$ cat config.mk
export PLATFORM = sky130hd
export DESIGN_NAME = blsl_engine
export DESIGN_NICKNAME = d
export VERILOG_FILES = /design/src/logic/blsl_pkg.sv /design/src/logic/blsl_engine.sv
export SDC_FILE = /design/constraint.sdc
export NUM_CORES = 1
export LEC_CHECK = 0
export BUFFER_PORTS_ARGS = -buffer_cell sky130_fd_sc_hd__buf_2
export CAP_MARGIN = 25
export CORE_ASPECT_RATIO = 1.1
export CORE_MARGIN = 2
export CORE_UTILIZATION = 38
export DETAILED_ROUTE_END_ITERATION = 16
export PLACE_DENSITY = 0.54
export SLEW_MARGIN = 25
export SYNTH_ARGS = -nofsm -noshare
export SYNTH_HDL_FRONTEND = slang
export SYNTH_SLANG_ARGS = --single-unit
$ cat constraint.sdc
create_clock -name clk -period 9.3 [get_ports clk]
set_clock_uncertainty 0.15 [all_clocks]
set_input_delay 1.86 -clock clk [delete_from_list [all_inputs] [get_ports clk]]
set_output_delay 1.86 -clock clk [all_outputs]
set_load 0.03 [all_outputs]
$ cat src/logic/blsl_pkg.sv
package blsl_pkg;
    localparam logic [7:0] OFF_STYLE = 8'h00;
    localparam logic [7:0] OFF_MASK = 8'h04;
    localparam logic [7:0] OFF_ERR0 = 8'h08;
    localparam logic [7:0] OFF_ERR1 = 8'h0c;
    localparam logic [7:0] OFF_LAUNCH = 8'h10;
    localparam logic [7:0] OFF_STRETCH = 8'h14;
    localparam logic [7:0] OFF_CMD = 8'h18;
    localparam logic [7:0] OFF_SRCPOS = 8'h1c;
    localparam logic [7:0] OFF_DSTPOS = 8'h20;
    localparam logic [7:0] OFF_LAYOUT = 8'h24;
    localparam logic [7:0] OFF_FORE = 8'h28;
    localparam logic [7:0] OFF_BACK = 8'h2c;
    localparam logic [7:0] OFF_EXTENT = 8'h30;
    localparam logic [7:0] OFF_STATUS = 8'h34;
    localparam int REP_LSB = 0;
    localparam int LEN_LSB = 8;
    localparam int FRAC_LSB = 16;
    localparam int INT_LSB = 24;
    localparam int ERR_USE_BIT = 31;
    localparam int CMD_TRANSP_BIT = 16;
    localparam int CMD_XDIR_BIT = 14;
    localparam int CMD_YDIR_BIT = 15;
    localparam logic [3:0] MODE_NOP = 4'h0;
    localparam logic [3:0] MODE_SCREEN = 4'h1;
    localparam logic [3:0] MODE_STRETCH = 4'h2;
    localparam logic [3:0] MODE_HOST = 4'h3;
    localparam logic [3:0] MODE_LINE = 4'h6;
    localparam logic [3:0] FMT_MONO = 4'h0;
    localparam logic [31:0] XY_MASK = 32'h1fff1fff;
    localparam logic [31:0] STYLE_MASK = 32'h1fff1fff;
    localparam logic [31:0] ERR_MASK = 32'h8000ffff;
    localparam int HOLD_DEPTH = 4;
    typedef enum logic [3:0] {
        BLSL_IDLE = 4'b0001,
        BLSL_LINE = 4'b0010,
        BLSL_COPY = 4'b0100,
        BLSL_HOST = 4'b1000
    } blsl_state_t;
endpackage

$ cat src/logic/blsl_engine.sv
// What this block does
// - pattern length field is bits used minus one
// - repeat field is pixels per bit minus one
// - first bit covers repeat+1 minus fraction pixels
// - mask bits indexed lsb zero to msb 31
// - style write loads working stipple position
// - unwritten style keeps position across lines
// - idle style read returns next position
// - set bit foreground, clear background or skip
// - fraction counts to repeat, index wraps at length
// - mask bits above length are ignored
// - style fields at 7:0, 12:8, 23:16, 28:24
// - error bit 31 selects programmed term
// - error0 lines, left, vertical; error1 right, horizontal
// - screen copy launch loads source position
// - stretch launch loads source, ignores direction
// - host mode takes launch words as pixels
// - host first bit or byte from source low bits
// - next span alignment adds source stride
// - surplus host data stays queued and starts the next host run
// - line launch loads destination, then copies back
`timescale 1ns/1ps
`default_nettype none
module blsl_engine
(
    input wire logic clk,
    input wire logic rst_b,
    input wire logic [7:0] regAddr,
    input wire logic [31:0] regWrData,
    input wire logic regWr,
    input wire logic regRd,
    output logic [31:0] regRdData,
    input wire logic pixelReady,
    output logic pixelValid,
    output logic pixelWrite,
    output logic [31:0] pixelColour,
    output logic busy,
    output logic copyStart,
    output logic [31:0] copySource,
    output logic copyTopDownLtr,
    output logic hostWordValid,
    output logic [31:0] hostWord,
    output logic [4:0] hostAlign,
    output logic hostAbort,
    output logic [15:0] errVertical,
    output logic [15:0] errHorizontal,
    output logic errVerticalUse,
    output logic errHorizontalUse
);
    import blsl_pkg::*;

    function automatic logic hit(input logic [7:0] a, input logic [7:0] off);
        hit = (a == off);
    endfunction

    logic [31:0] style, mask, err0, err1, cmd, srcPos, dstPos, layout;
    logic [31:0] fore, back, extent;
    logic [7:0] fracPos;
    logic [4:0] bitPos;
    logic styleWritten;
    blsl_state_t state;
    logic [15:0] pixLeft;
    logic [15:0] wordsLeft;
    logic [35:0] holdMem [HOLD_DEPTH];
    logic [1:0] holdWr, holdRd;
    logic [2:0] holdCnt;
    logic [4:0] spanAlign;

    wire logic [3:0] mode = cmd[3:0];
    wire logic [7:0] repCnt = style[REP_LSB +: 8];
    wire logic [4:0] patLen = style[LEN_LSB +: 5];
    wire logic wrStyle = regWr && hit(regAddr, OFF_STYLE);
    wire logic wrLaunch = regWr && (hit(regAddr, OFF_LAUNCH) || hit(regAddr, OFF_STRETCH));
    // one write strobe per register
    wire logic wrMask = regWr && hit(regAddr, OFF_MASK);
    wire logic wrErr0 = regWr && hit(regAddr, OFF_ERR0);
    wire logic wrErr1 = regWr && hit(regAddr, OFF_ERR1);
    wire logic wrCmd = regWr && hit(regAddr, OFF_CMD);
    wire logic wrSrcPos = regWr && hit(regAddr, OFF_SRCPOS);
    wire logic wrDstPos = regWr && hit(regAddr, OFF_DSTPOS);
    wire logic wrLayout = regWr && hit(regAddr, OFF_LAYOUT);
    wire logic wrFore = regWr && hit(regAddr, OFF_FORE);
    wire logic wrBack = regWr && hit(regAddr, OFF_BACK);
    wire logic wrExtent = regWr && hit(regAddr, OFF_EXTENT);
    wire logic isMono = layout[19:16] == FMT_MONO;
    wire logic holdFull = holdCnt == 3'(HOLD_DEPTH);
    wire logic holdEmpty = holdCnt == 3'd0;
    wire logic [35:0] holdHead = holdMem[holdRd];
    wire logic [3:0] headMode = holdHead[35:32];
    wire logic [31:0] holdWord = holdHead[31:0];
    wire logic pixStep = state == BLSL_LINE && pixelReady;
    wire logic lineLast = pixStep && pixLeft == 16'd0;
    wire logic hostStep = state == BLSL_HOST && !holdEmpty;
    wire logic hostLast = hostStep && wordsLeft == 16'd1;
    wire logic startOp = state == BLSL_IDLE && !holdEmpty;
    wire logic startLine = startOp && headMode == MODE_LINE;
    wire logic startHost = startOp && headMode == MODE_HOST;
    // a host word stays queued at start so that it is also sent as data
    wire logic pop = (startOp && !startHost) || hostStep;
    wire logic push = wrLaunch && !holdFull && mode != MODE_NOP;
    wire logic patBit = mask[bitPos];
    wire logic endRun = fracPos == repCnt;
    wire logic endPat = bitPos >= patLen;
    wire logic [4:0] nextBitPos = endRun ? (endPat ? 5'd0 : bitPos + 5'd1) : bitPos;
    wire logic [7:0] nextFracPos = endRun ? 8'd0 : fracPos + 8'd1;
    // length comes from the launch word on the start cycle itself
    wire logic [31:0] lineEnd = startLine ? holdWord & XY_MASK : dstPos;
    wire logic [15:0] dx = lineEnd[15:0] > srcPos[15:0] ? lineEnd[15:0] - srcPos[15:0]
        : srcPos[15:0] - lineEnd[15:0];
    wire logic [15:0] dy = lineEnd[31:16] > srcPos[31:16] ? lineEnd[31:16] - srcPos[31:16]
        : srcPos[31:16] - lineEnd[31:16];
    wire logic [15:0] lineLen = dx > dy ? dx : dy;
    wire logic [4:0] firstAlign = isMono ? srcPos[4:0] : {3'd0, srcPos[1:0]};
    wire logic [4:0] nextAlign = isMono ? spanAlign + layout[4:0]
        : {3'd0, spanAlign[1:0] + layout[1:0]};
    wire logic [31:0] styleRead = {3'd0, bitPos, fracPos, style[15:0]};

    // read selection; unmapped offsets read as zero
    logic [31:0] rdMux;
    always_comb begin
        rdMux = 32'h0;
        case (regAddr)
            OFF_STYLE: rdMux = styleRead;
            OFF_MASK: rdMux = mask;
            OFF_ERR0: rdMux = err0;
            OFF_ERR1: rdMux = err1;
            OFF_CMD: rdMux = cmd;
            OFF_SRCPOS: rdMux = srcPos;
            OFF_DSTPOS: rdMux = dstPos;
            OFF_LAYOUT: rdMux = layout;
            OFF_FORE: rdMux = fore;
            OFF_BACK: rdMux = back;
            OFF_EXTENT: rdMux = extent;
            OFF_STATUS: rdMux = {27'd0, styleWritten, holdCnt, state != BLSL_IDLE};
            default: rdMux = 32'h0;
        endcase
    end

    // launch words are tagged by the mode active when written
    always_ff @(posedge clk) begin
        if (push) begin
            holdMem[holdWr] <= {mode, regWrData};
        end
    end

    always_ff @(posedge clk) begin
        if (!rst_b) begin
            holdWr <= 2'd0;
            holdRd <= 2'd0;
            holdCnt <= 3'd0;
        end else begin
            if (push) begin
                holdWr <= holdWr + 2'd1;
            end
            if (pop) begin
                holdRd <= holdRd + 2'd1;
            end
            holdCnt <= holdCnt + 3'(push) - 3'(pop);
        end
    end

    always_ff @(posedge clk) begin
        if (!rst_b) begin
            style <= 32'h0;
            mask <= 32'h0;
        end else begin
            if (wrStyle) begin
                style <= regWrData & STYLE_MASK;
            end
            if (wrMask) begin
                mask <= regWrData;
            end
        end
    end

    always_ff @(posedge clk) begin
        if (!rst_b) begin
            err0 <= 32'h0;
            err1 <= 32'h0;
        end else begin
            if (wrErr0) begin
                err0 <= regWrData & ERR_MASK;
            end
            if (wrErr1) begin
                err1 <= regWrData & ERR_MASK;
            end
        end
    end

    always_ff @(posedge clk) begin
        if (!rst_b) begin
            cmd <= 32'h0;
            layout <= 32'h0;
            extent <= 32'h0;
        end else begin
            if (wrCmd) begin
                cmd <= regWrData;
            end
            if (wrLayout) begin
                layout <= regWrData;
            end
            if (wrExtent) begin
                extent <= regWrData;
            end
        end
    end

    always_ff @(posedge clk) begin
        if (!rst_b) begin
            fore <= 32'h0;
            back <= 32'h0;
        end else begin
            if (wrFore) begin
                fore <= regWrData;
            end
            if (wrBack) begin
                back <= regWrData;
            end
        end
    end

    // stipple position: loaded on style write, otherwise carried over
    always_ff @(posedge clk) begin
        if (!rst_b) begin
            bitPos <= 5'd0;
            fracPos <= 8'd0;
            styleWritten <= 1'b0;
        end else if (wrStyle) begin
            bitPos <= regWrData[INT_LSB +: 5];
            fracPos <= regWrData[FRAC_LSB +: 8];
            styleWritten <= 1'b1;
        end else if (pixStep) begin
            bitPos <= nextBitPos;
            fracPos <= nextFracPos;
            styleWritten <= 1'b0;
        end
    end

    always_ff @(posedge clk) begin
        if (!rst_b) begin
            state <= BLSL_IDLE;
            srcPos <= 32'h0;
            dstPos <= 32'h0;
            wordsLeft <= 16'd0;
            spanAlign <= 5'd0;
        end else begin
            if (wrSrcPos) begin
                srcPos <= regWrData & XY_MASK;
            end
            if (wrDstPos) begin
                dstPos <= regWrData & XY_MASK;
            end
            case (state)
                BLSL_IDLE: begin
                    if (startOp) begin
                        case (headMode)
                            MODE_LINE: begin
                                dstPos <= holdWord & XY_MASK;
                                state <= BLSL_LINE;
                            end
                            MODE_SCREEN, MODE_STRETCH: begin
                                srcPos <= holdWord & XY_MASK;
                                state <= BLSL_COPY;
                            end
                            MODE_HOST: begin
                                wordsLeft <= extent[31:16] == 16'd0 ? 16'd1 : extent[31:16];
                                spanAlign <= firstAlign;
                                state <= BLSL_HOST;
                            end
                            default: state <= BLSL_IDLE;
                        endcase
                    end
                end
                BLSL_LINE: begin
                    if (lineLast) begin
                        srcPos <= dstPos;
                        state <= BLSL_IDLE;
                    end
                end
                BLSL_COPY: state <= BLSL_IDLE;
                BLSL_HOST: begin
                    if (hostStep) begin
                        spanAlign <= nextAlign;
                        wordsLeft <= wordsLeft - 16'd1;
                        if (hostLast) begin
                            state <= BLSL_IDLE;
                        end
                    end
                end
                default: state <= BLSL_IDLE;
            endcase
        end
    end

    always_ff @(posedge clk) begin
        if (!rst_b || state != BLSL_LINE) begin
            pixLeft <= lineLen;
        end else if (pixStep) begin
            pixLeft <= pixLeft - 16'd1;
        end
    end

    // pixel stream to the drawing back end
    always_ff @(posedge clk) begin
        if (!rst_b) begin
            pixelValid <= 1'b0;
            pixelWrite <= 1'b0;
            pixelColour <= 32'h0;
        end else begin
            pixelValid <= pixStep;
            pixelWrite <= pixStep && (patBit || !cmd[CMD_TRANSP_BIT]);
            pixelColour <= patBit ? fore : back;
        end
    end

    // copy start towards the rectangle mover
    always_ff @(posedge clk) begin
        if (!rst_b) begin
            copyStart <= 1'b0;
            copySource <= 32'h0;
            copyTopDownLtr <= 1'b0;
        end else begin
            copyStart <= state == BLSL_COPY;
            copySource <= srcPos;
            copyTopDownLtr <= mode == MODE_STRETCH
                || (!cmd[CMD_XDIR_BIT] && !cmd[CMD_YDIR_BIT]);
        end
    end

    // host words with their span alignment
    always_ff @(posedge clk) begin
        if (!rst_b) begin
            hostWordValid <= 1'b0;
            hostWord <= 32'h0;
            hostAlign <= 5'd0;
            hostAbort <= 1'b0;
        end else begin
            hostWordValid <= hostStep;
            hostWord <= holdWord;
            hostAlign <= spanAlign;
            hostAbort <= state == BLSL_HOST && mode != MODE_HOST;
        end
    end

    always_ff @(posedge clk) begin
        if (!rst_b) begin
            busy <= 1'b0;
            regRdData <= 32'h0;
        end else begin
            busy <= state != BLSL_IDLE || !holdEmpty;
            regRdData <= regRd ? rdMux : 32'h0;
        end
    end

    // error seeds: zero use flag means the engines compute their own
    always_ff @(posedge clk) begin
        if (!rst_b) begin
            errVertical <= 16'd0;
            errHorizontal <= 16'd0;
            errVerticalUse <= 1'b0;
            errHorizontalUse <= 1'b0;
        end else begin
            errVertical <= err0[15:0];
            errHorizontal <= err1[15:0];
            errVerticalUse <= err0[ERR_USE_BIT];
            errHorizontalUse <= err1[ERR_USE_BIT];
        end
    end
endmodule
`default_nettype wire

-- After elaboration in Yosys (flattened, before gate mapping)
Memory sizes are Yosys's and may differ from the RTL's. A register that Yosys moved wholly into a read port is not among the register bits.
Index checks and enable logic that the tools add are counted.
- div/mod/pow operators: 0
- shift-type cells: 0
- mux-type cells: 49
- equal/unequal tests: 33
- $lt $le $gt $ge: 5
- reductions and logical operators: 53
- multiply operators: 0
- bitwise operators: 0
- add/sub/neg operators: 14
- operator list (operator ; count):
    $pmux W32 S12 ; 1
    $mux W32 ; 10
    $mux W16 ; 9
    $pmux W32 S2 ; 1
    $sub A16 B16 Y16 ; 4
    $eq A8 B6 Y1 const B ; 6
    $gt A16 B16 Y1 ; 3
    $mux W5 ; 9
    $eq A8 B5 Y1 const B ; 4
    $logic_not A16 Y1 ; 2
    $pmux W16 S2 ; 1
    $sub A16 B1 Y16 const B ; 2
    $logic_and A1 B1 Y1 ; 25
    $mux W8 ; 3
    $pmux W4 S3 ; 2
    $eq A16 B1 Y1 const B ; 1
    $eq A4 B2 Y1 const B ; 4
    $eq A8 B4 Y1 const B ; 2
    $mux W4 ; 4
    $pmux W5 S2 ; 1
    $add A8 B1 Y8 const B ; 1
    $eq A4 B1 Y1 const B ; 2
    $eq A4 B3 Y1 const B ; 2
    $eq A8 B3 Y1 const B ; 1
    28 further kinds ; 54
- word-level logic and storage cells: 192
- flip-flop bits (word level): 539
- bits in latches: 0
- ROM bits: 0
- memories: 1
- memory bits (writable): 144
- memories (name ; words ; width ; rd ports ; clocked after Yosys merged registers in ; wr ports ; line ; RTL):
    holdMem ; 4 ; 36 ; 1 ; 1 ; 1 ; blsl_engine.sv:64 ; logic [35:0] holdMem [HOLD_DEPTH];

-- Longest topological paths before layout
Gate-level depths: netlist (run 1).
- depth in word-level cells: 10
- depth in mapped cells: 30
- gate-level depth less buffers: 26

-- Least setup slack after synthesis (run 1)
OpenSTA, ideal clock, no wires.
- kind: reg2reg
- start point: register with a tool-made name
- end point: register pixLeft[9] (data pin)
- setup slack: 2.981 ns
- clock period less this slack: 6.319 ns
- library setup time: 0.271 ns
- data required time: 8.879 ns
- arrival: 5.898 ns
- stages on the path, launching flop included: 29
- path buffers: 4
- cells stage by stage: dfxtp_1 > buf_4 > mux4_2 > nor2b_1 > and2_1 > nand2_1 > nor2_1 > buf_2 > nand2_1 > nand2_1 > inv_1 > ha_1 > fa_1 > and2b_1 > o31a_1 > o21ai_1 > o21ai_1 > nand2_1 > buf_4 > mux2i_1 > xnor2_1 > ha_1 > nand3_1 > or3_1 > or3_1 > o21a_1 > nor2_1 > clkbuf_1 > a211oi_1
- RTL lines (what ; line ; RTL):
    to (signal assigned) ; blsl_engine.sv:297 ; pixLeft <= lineLen;
    to (signal assigned) ; blsl_engine.sv:299 ; pixLeft <= pixLeft - 16'd1;
    to (decl) ; blsl_engine.sv:62 ; logic [15:0] pixLeft;

==> flow_summary_export.csv, run 1 <==
group,metric,value,unit
status,status,"complete, no violations",
place,dp_slack,1510,ps
synth,syn-num-nets,3489,
floorplanning,rows,109,
synth,synth.distinct_cells,82,
synth,ys_seq_area_frac,0.497,
synth,async_reset_ff_frac,0,
global_route,grt_pass1_vias,24059,
sta,setup_tns,0,ps
critical_path,startpoint_type,"flop",
sta,hold_viol_final,0,
clocking,clock_tree.root_cell,"clkbuf_16",
floorplanning,core_area,80300,um2
detailed_routing,drt_iter0_drc,2751,
finish,regArea,15300,um2
sta,min_period_over_period,0.840,
clocking,clock-sinks,685,
sta,slew_viol_final,0,
detailed_routing,vias,25823,
sta,worst_pin_slew,1120,ps
finish,multi_input_area,14200,um2
finish,synthToLayoutAreaGrowth,14.2,%
critical_path,critPathRequiredTime,9510,ps
synth,post_synth.cell_area_avg,9.23,um2
detailed_routing,dr.pass1.iters,8,
global_route,grt_antenna_before_repair,4,
detailed_routing,viasPerCell,5.68,
power,peakVddDrop,0.128,mV
synth,yosysWarnings,0,
critical_path,timing.rr.end,"pixLeft[14]",
clocking,post_cts_buffers,0,
global_route,use_met2,0.411,
clocking,cts_tree,"done",
clocking,cts-htree-levels,3,
place,gp_congestion,0.970,
critical_path,arrival,8020,ps
detailed_routing,ant_nets,0,
critical_path,worstSetupEndpointType,"flop",
sta,rsz0062_at_grt,"no",
floorplanning,die_w,276,um
synth,postSynthCellCount,3340,
place,placed_area,32600,um2
power,cellLeakagePower,0.0132,uW
synth,synth_flop_cell,"dfxtp_1",
critical_path,worstSetupPathType,"reg -> reg",
global_route,grt_remaining_overflow,0,
sta,clock.fmax,0.128,GHz
clocking,clk_latency,650,ps
floorplanning,ioPinCount,219,
floorplanning,die_area,83400,um2
synth,netlist_top_cells_area,"dfxtp_1 34%, edfxtp_1 16%, nand2_1 9.0%",
finish,instances_no_fill,4549,
place,hpwl,79000,um
sta,finalCriticalPeriod,7810,ps
finish,drive_gt1_frac,0.142,
global_route,grt_first_pass_wirelength,166000,um
finish,layout.nets,3583,
sta,finalSetupViolCount,0,
global_route,grt_busiest_layer,"met2",
finish,regMostFlops,"holdMem",
place,place_inst,4410,
global_route,grt_use_total,0.267,
finish,nFillCells,7778,
critical_path,crit_fanout,15,
power,powerDensity,207,nW/um2
global_route,use_met3,0.0440,
clocking,ctsHoldBuffers,0,
sta,slew_headroom,0.252,
critical_path,r2r_slack,1490,ps
clocking,cts_resized,0,
clocking,clk_pin_slew,60,ps
synth,yosysTopAreaCellShare,0.341,
synth,syn_area,30800,um2
synth,synth_top_area_cell,"dfxtp_1",
place,io_buffers,218,
clocking,clockBufferDepth,3,
synth,synth_edf_count,160,
finish,final_cell_area,35200,um2
floorplanning,floorplan.initialDensity,0.384,
floorplanning,die_h,303,um
critical_path,r2r_cells,25,
job,drv_cap,0,
detailed_routing,wl_per_cell,24.9,um
global_route,met1_usage,0.366,
sta,timing.final.ws_setup,1490,ps
synth,ys_seq_elements,685,
global_route,grt_max_degree,190,
detailed_routing,drc,0,
critical_path,worstSetupEndpoint,"pixLeft[14]",
detailed_routing,routed_wl,113000,um
min_path,worstHoldPathType,"reg -> reg",
clocking,cts_buffers,74,
finish,largest_reg_flops,144,
-- Yosys cell counts, types with 7 or more instances --
cell type,instances
buf_2,13
nand3_1,23
a21oi_1,389
a31oi_1,30
buf_4,7
dfxtp_1,525
a221oi_1,70
a21o_1,24
nor4_1,11
ha_1,98
a222oi_1,21
o21ai_0,78
mux2i_1,63
o31a_1,7
mux4_2,46
o21a_1,13
a22oi_1,59
nor2b_1,12
xnor2_1,33
nor2_1,220
buf_1,10
clkbuf_1,209
nand2b_1,16
and2_1,94
mux2_2,27
nor3_1,19
a22o_1,43
nand2_1,736
and3_1,19
inv_1,96
edfxtp_1,160
or3_1,8
a211oi_1,11
nand4_1,12
o22ai_1,11
xor2_1,26
-- how the worst min path moves through the flow --
stage / from / endpoint / slack, ps / cells after the start
6_report: cmd[22] / cmd[22] / 300 / 2
5_1_grt: cmd[17] / cmd[17] / 320 / 2
4_1_cts: cmd[29] / cmd[29] / 300 / 2
3_5_place_dp: cmd[17] / cmd[17] / 300 / 2
3_3_place_gp: cmd[26] / cmd[26] / 290 / 2
2_1_floorplan: cmd[18] / cmd[18] / 290 / 2
-- critical path: stages (launching register included) --
cell and delay, ps:
dfxtp_2 630, mux4_2 580, nor2b_1 190, and2_1 200, nand2_1 110, nor2_2 470
buf_4 340, nand2_1 110, nand2_1 100, inv_1 50, ha_1 200, fa_1 440
and2b_1 230, o31a_1 170, o21ai_1 160, o21ai_1 290, nand2_1 530, mux2i_1 370
xnor2_1 140, ha_1 320, nand3_1 120, or3_1 420, or3_1 400, o21a_1 180
nand2_1 420, o221ai_1 210
-- metrics by stage --
stage	utilization	total power, uW	hold slack (ps)
2_1_floorplan	-	3950	286
3_3_place_gp	0.406	4290	291
5_1_grt	0.438	7530	321
4_1_cts	0.437	7320	305
6_report	0.438	7270	303
3_5_place_dp	0.406	4290	297
-- power breakdown --
part,total (uW),internal (uW),switching [uW]
clock network,3040,1780,1260
registers,3220,3140,73.8
logic,1010,371,638
-- cells in the final DEF (no fill, tap or decap), types with 13 or more instances in the layout --
| master | netlist | routed |
|---|---|---|
| nor3_1 | 19 | 19 |
| and2_1 | 94 | 89 |
| mux4_2 | 46 | 46 |
| nand2b_1 | 16 | 16 |
| dfxtp_1 | 525 | 523 |
| a222oi_1 | 21 | 21 |
| mux2_2 | 27 | 27 |
| nand3_1 | 23 | 22 |
| xnor2_1 | 33 | 33 |
| ha_1 | 98 | 98 |
| a31oi_1 | 30 | 30 |
| inv_1 | 96 | 95 |
| nor2_1 | 220 | 210 |
| a21oi_1 | 389 | 389 |
| a22oi_1 | 59 | 59 |
| a22o_1 | 43 | 43 |
| edfxtp_1 | 160 | 160 |
| a221oi_1 | 70 | 70 |
| and3_1 | 19 | 19 |
| o21ai_0 | 78 | 78 |
| o21a_1 | 13 | 13 |
| xor2_1 | 26 | 26 |
| buf_4 | 7 | 41 |
| buf_2 | 13 | 218 |
| mux2i_1 | 63 | 63 |
| nand2_1 | 736 | 732 |
| clkbuf_1 | 209 | 15 |
| clkbuf_16 | 0 | 75 |
| a21o_1 | 24 | 23 |
-- area by class of cell --
class | instances | share of cell area
Clock buffer | 102 | 0.0596
Clock inverter | 33 | 0.0110
Timing Repair Buffer | 263 | 0.0419
Multi-Input combinational cell | 2314 | 0.404
Sequential cell | 685 | 0.435
Tap cell | 1054 | 0.0375
Inverter | 96 | 0.0105
Antenna cell | 2 | 0.000142
-- logic make-up (layout without fill, tap and decap cells) --
logic type	Yosys count	after routing	synth area share
buffers and inverters	341	494	0.0442
XOR/XNOR	59	59	0.0168
AND/OR/NAND/NOR	1202	1202	0.167
other	0	2	0
multiplexers	137	137	0.0647
flip-flops	685	685	0.497
AO/OA/AOI/OAI	812	812	0.167
adder cells (fa/ha/maj)	104	104	0.0437
-- routing by layer --
metal	wire length, um	share of wire	vias to the layer above
met5	15	0.00013	-
met4	5660	0.050	2
met3	8360	0.074	208
met2	51200	0.45	1094
met1	47900	0.42	12614
li1	-	-	11905
No activity file was read; power rests on OpenSTA's default activity.
==> inputs of run 2 (changes only) <==
--- a/config.mk
+++ b/config.mk
@@ -11,7 +11,7 @@
 export CORE_MARGIN = 2
 export CORE_UTILIZATION = 38
 export DETAILED_ROUTE_END_ITERATION = 16
-export PLACE_DENSITY = 0.54
+export PLACE_DENSITY = 0.56
 export SLEW_MARGIN = 25
 export SYNTH_ARGS = -nofsm -noshare
 export SYNTH_HDL_FRONTEND = slang
==> constraint.sdc (replaced) <==
create_clock -name clk -period 6.6 [get_ports clk]
set_clock_uncertainty 0.15 [all_clocks]
set_input_delay 1.32 -clock clk [delete_from_list [all_inputs] [get_ports clk]]
set_output_delay 1.32 -clock clk [all_outputs]
set_load 0.03 [all_outputs]
==> run 2 against run 1 <==
- wire length rose by 0.16%
- sequential share of layout area fell by 0.73 points
- fmax rose by 24%
- cell area rose by 1.7%
- hold slack improved by 2.5 ps
- critical path type unchanged
- largest cell class unchanged
- first-iteration DRC count fell by 6.9%
==> flow_summary_export.csv, run 2 (synthesized netlist as in run 1, its figures left out) <==
group,metric,value,unit
status,status,"complete, no violations",
finish,synthToLayoutAreaGrowth,16.1,%
sta,worst_pin_slew,1220,ps
place,io_buffers,218,
sta,clock.fmax,0.158,GHz
clocking,cts_tree,"done",
finish,mostFrequentLayoutCells,"731 x nand2_1, 523 x dfxtp_1, 388 x a21oi_1",
finish,layout_commonest_cell,"nand2_1",
floorplanning,die_h,303,um
finish,layout.nets,3625,
job,drv_cap,0,
finish,regMostFlops,"holdMem",
detailed_routing,wl_per_cell,24.7,um
sta,slew_headroom,0.180,
global_route,grt_max_degree,138,
finish,fin_util,0.446,
finish,drive_gt1_frac,0.158,
sta,slew_viol_final,0,
clocking,clock_tree.root_cell,"clkbuf_16",
detailed_routing,ant_nets,0,
place,hpwl,79700,um
floorplanning,die_w,276,um
critical_path,arrival,6640,ps
detailed_routing,drt_iter0_drc,2562,
clocking,clk_latency,650,ps
power,peakVddDrop,0.173,mV
finish,instances_no_fill,4592,
min_path,worstHoldPathType,"reg -> reg",
critical_path,max_stage_delay,530,ps
critical_path,cp_common_cell,"nand2_1",
global_route,grt_remaining_overflow,0,
detailed_routing,dr.pass1.iters,6,
place,place_inst,4447,
clocking,cts_buffers,76,
clocking,clockBufferDepth,3,
detailed_routing,drc,0,
detailed_routing,viasPerCell,5.63,
critical_path,worstSetupPathType,"reg -> reg",
global_route,grt_pass1_vias,24371,
critical_path,crit_fanout,10,
global_route,grt_first_pass_wirelength,166000,um
critical_path,startpoint_type,"flop",
floorplanning,rows,109,
critical_path,r2r_slack,280,ps
critical_path,crit_slowest_cell,"mux4_2",
sta,finalSetupViolCount,0,
finish,largest_reg_flops,144,
sta,whs,305,ps
detailed_routing,vias,25865,
critical_path,critPathRequiredTime,6930,ps
floorplanning,floorplan.initialDensity,0.384,
floorplanning,ioPinCount,219,
clocking,cts-htree-levels,3,
sta,min_period_over_period,0.957,
place,gp_congestion,0.938,
sta,finalCriticalPeriod,6320,ps
detailed_routing,routed_wl,113000,um
global_route,grt_use_total,0.268,
sta,hold_viol_final,0,
power,powerDensity,286,nW/um2
floorplanning,core_area,80300,um2
critical_path,worstSetupEndpointType,"flop",
global_route,grt_antenna_before_repair,7,
clocking,clock-sinks,685,
clocking,clk_pin_slew,60,ps
power,cellLeakagePower,0.0135,uW
floorplanning,die_area,83400,um2
[run 2: cell types whose count changed in the layout (fill, tap and decap cells not counted), sizes merged]
cell / previous run / this run
inv: 102 / 104
diode: 2 / 1
clkinv: 15 / 17
clkbuf: 102 / 99
bufinv: 7 / 10
buf: 263 / 303
[run 2: final timing paths]
kind / cells after the start / end / from
setup / recovery: 28 / pixLeft[2] / flop
setup reg to reg: 28 / pixLeft[2] / flop
hold / removal: 2 / cmd[31] / cmd[31]
hold reg to reg: 2 / cmd[31] / cmd[31]
[run 2: metal layers]
| metal | GRT usage | share of wire |
|---|---|---|
| met5 | 0 | 0.00054 |
| met4 | 0.134 | 0.050 |
| met3 | 0.0359 | 0.069 |
| met2 | 0.423 | 0.46 |
| met1 | 0.362 | 0.42 |
[run 2: area by class of cell]
cell class	instances	area, um2
clock inverter	40	505
fill	7772	44500
antenna	1	2.50
tap	1054	1320
clock buffer	99	2170
timing repair buffer	303	1830
sequential	685	15300
inverter	96	368
multi-input combinational	2314	14300
[run 2: critical path: cells and delay by family (launching register included)]
kind                       cells  cell delay [ps]
xor gates and xnor gates       1              190
adders and majority gates      3              960
muxes                          2              790
and+or+nand+nor               11             1960
AOI/OAI and AO/OA              7             1170
buffers and inverters          4              550
DFF                            1              390
[run 2: what timing repair did]
action                     4_1_cts  5_1_grt
gates resized for setup          2       17
setup endpoints to repair       14       16
hold buffers                     0        0
buffers inserted                 0        4
pin swaps                        0        3
cloned                           0        0
[run 2: power breakdown]
part	internal (uW)	switching (uW)	leakage (uW)
combinational	441	778	0.00654
sequential	4410	86.2	0.00569
clock	2730	1800	0.00131
total	7580	2670	0.0135
[run 2: metrics by stage]
stage          worst slack, ps  power [uW]  area, um2  setup TNS [ps]
2_1_floorplan              281        5340      30800               0
3_3_place_gp              5.83        5800      32900               0
3_5_place_dp              -143        5790      33000           -1460
4_1_cts                   2.82       10300      35700               0
5_1_grt                  -7.90       10600      35800           -7.90
6_report                   282       10200      35800               0
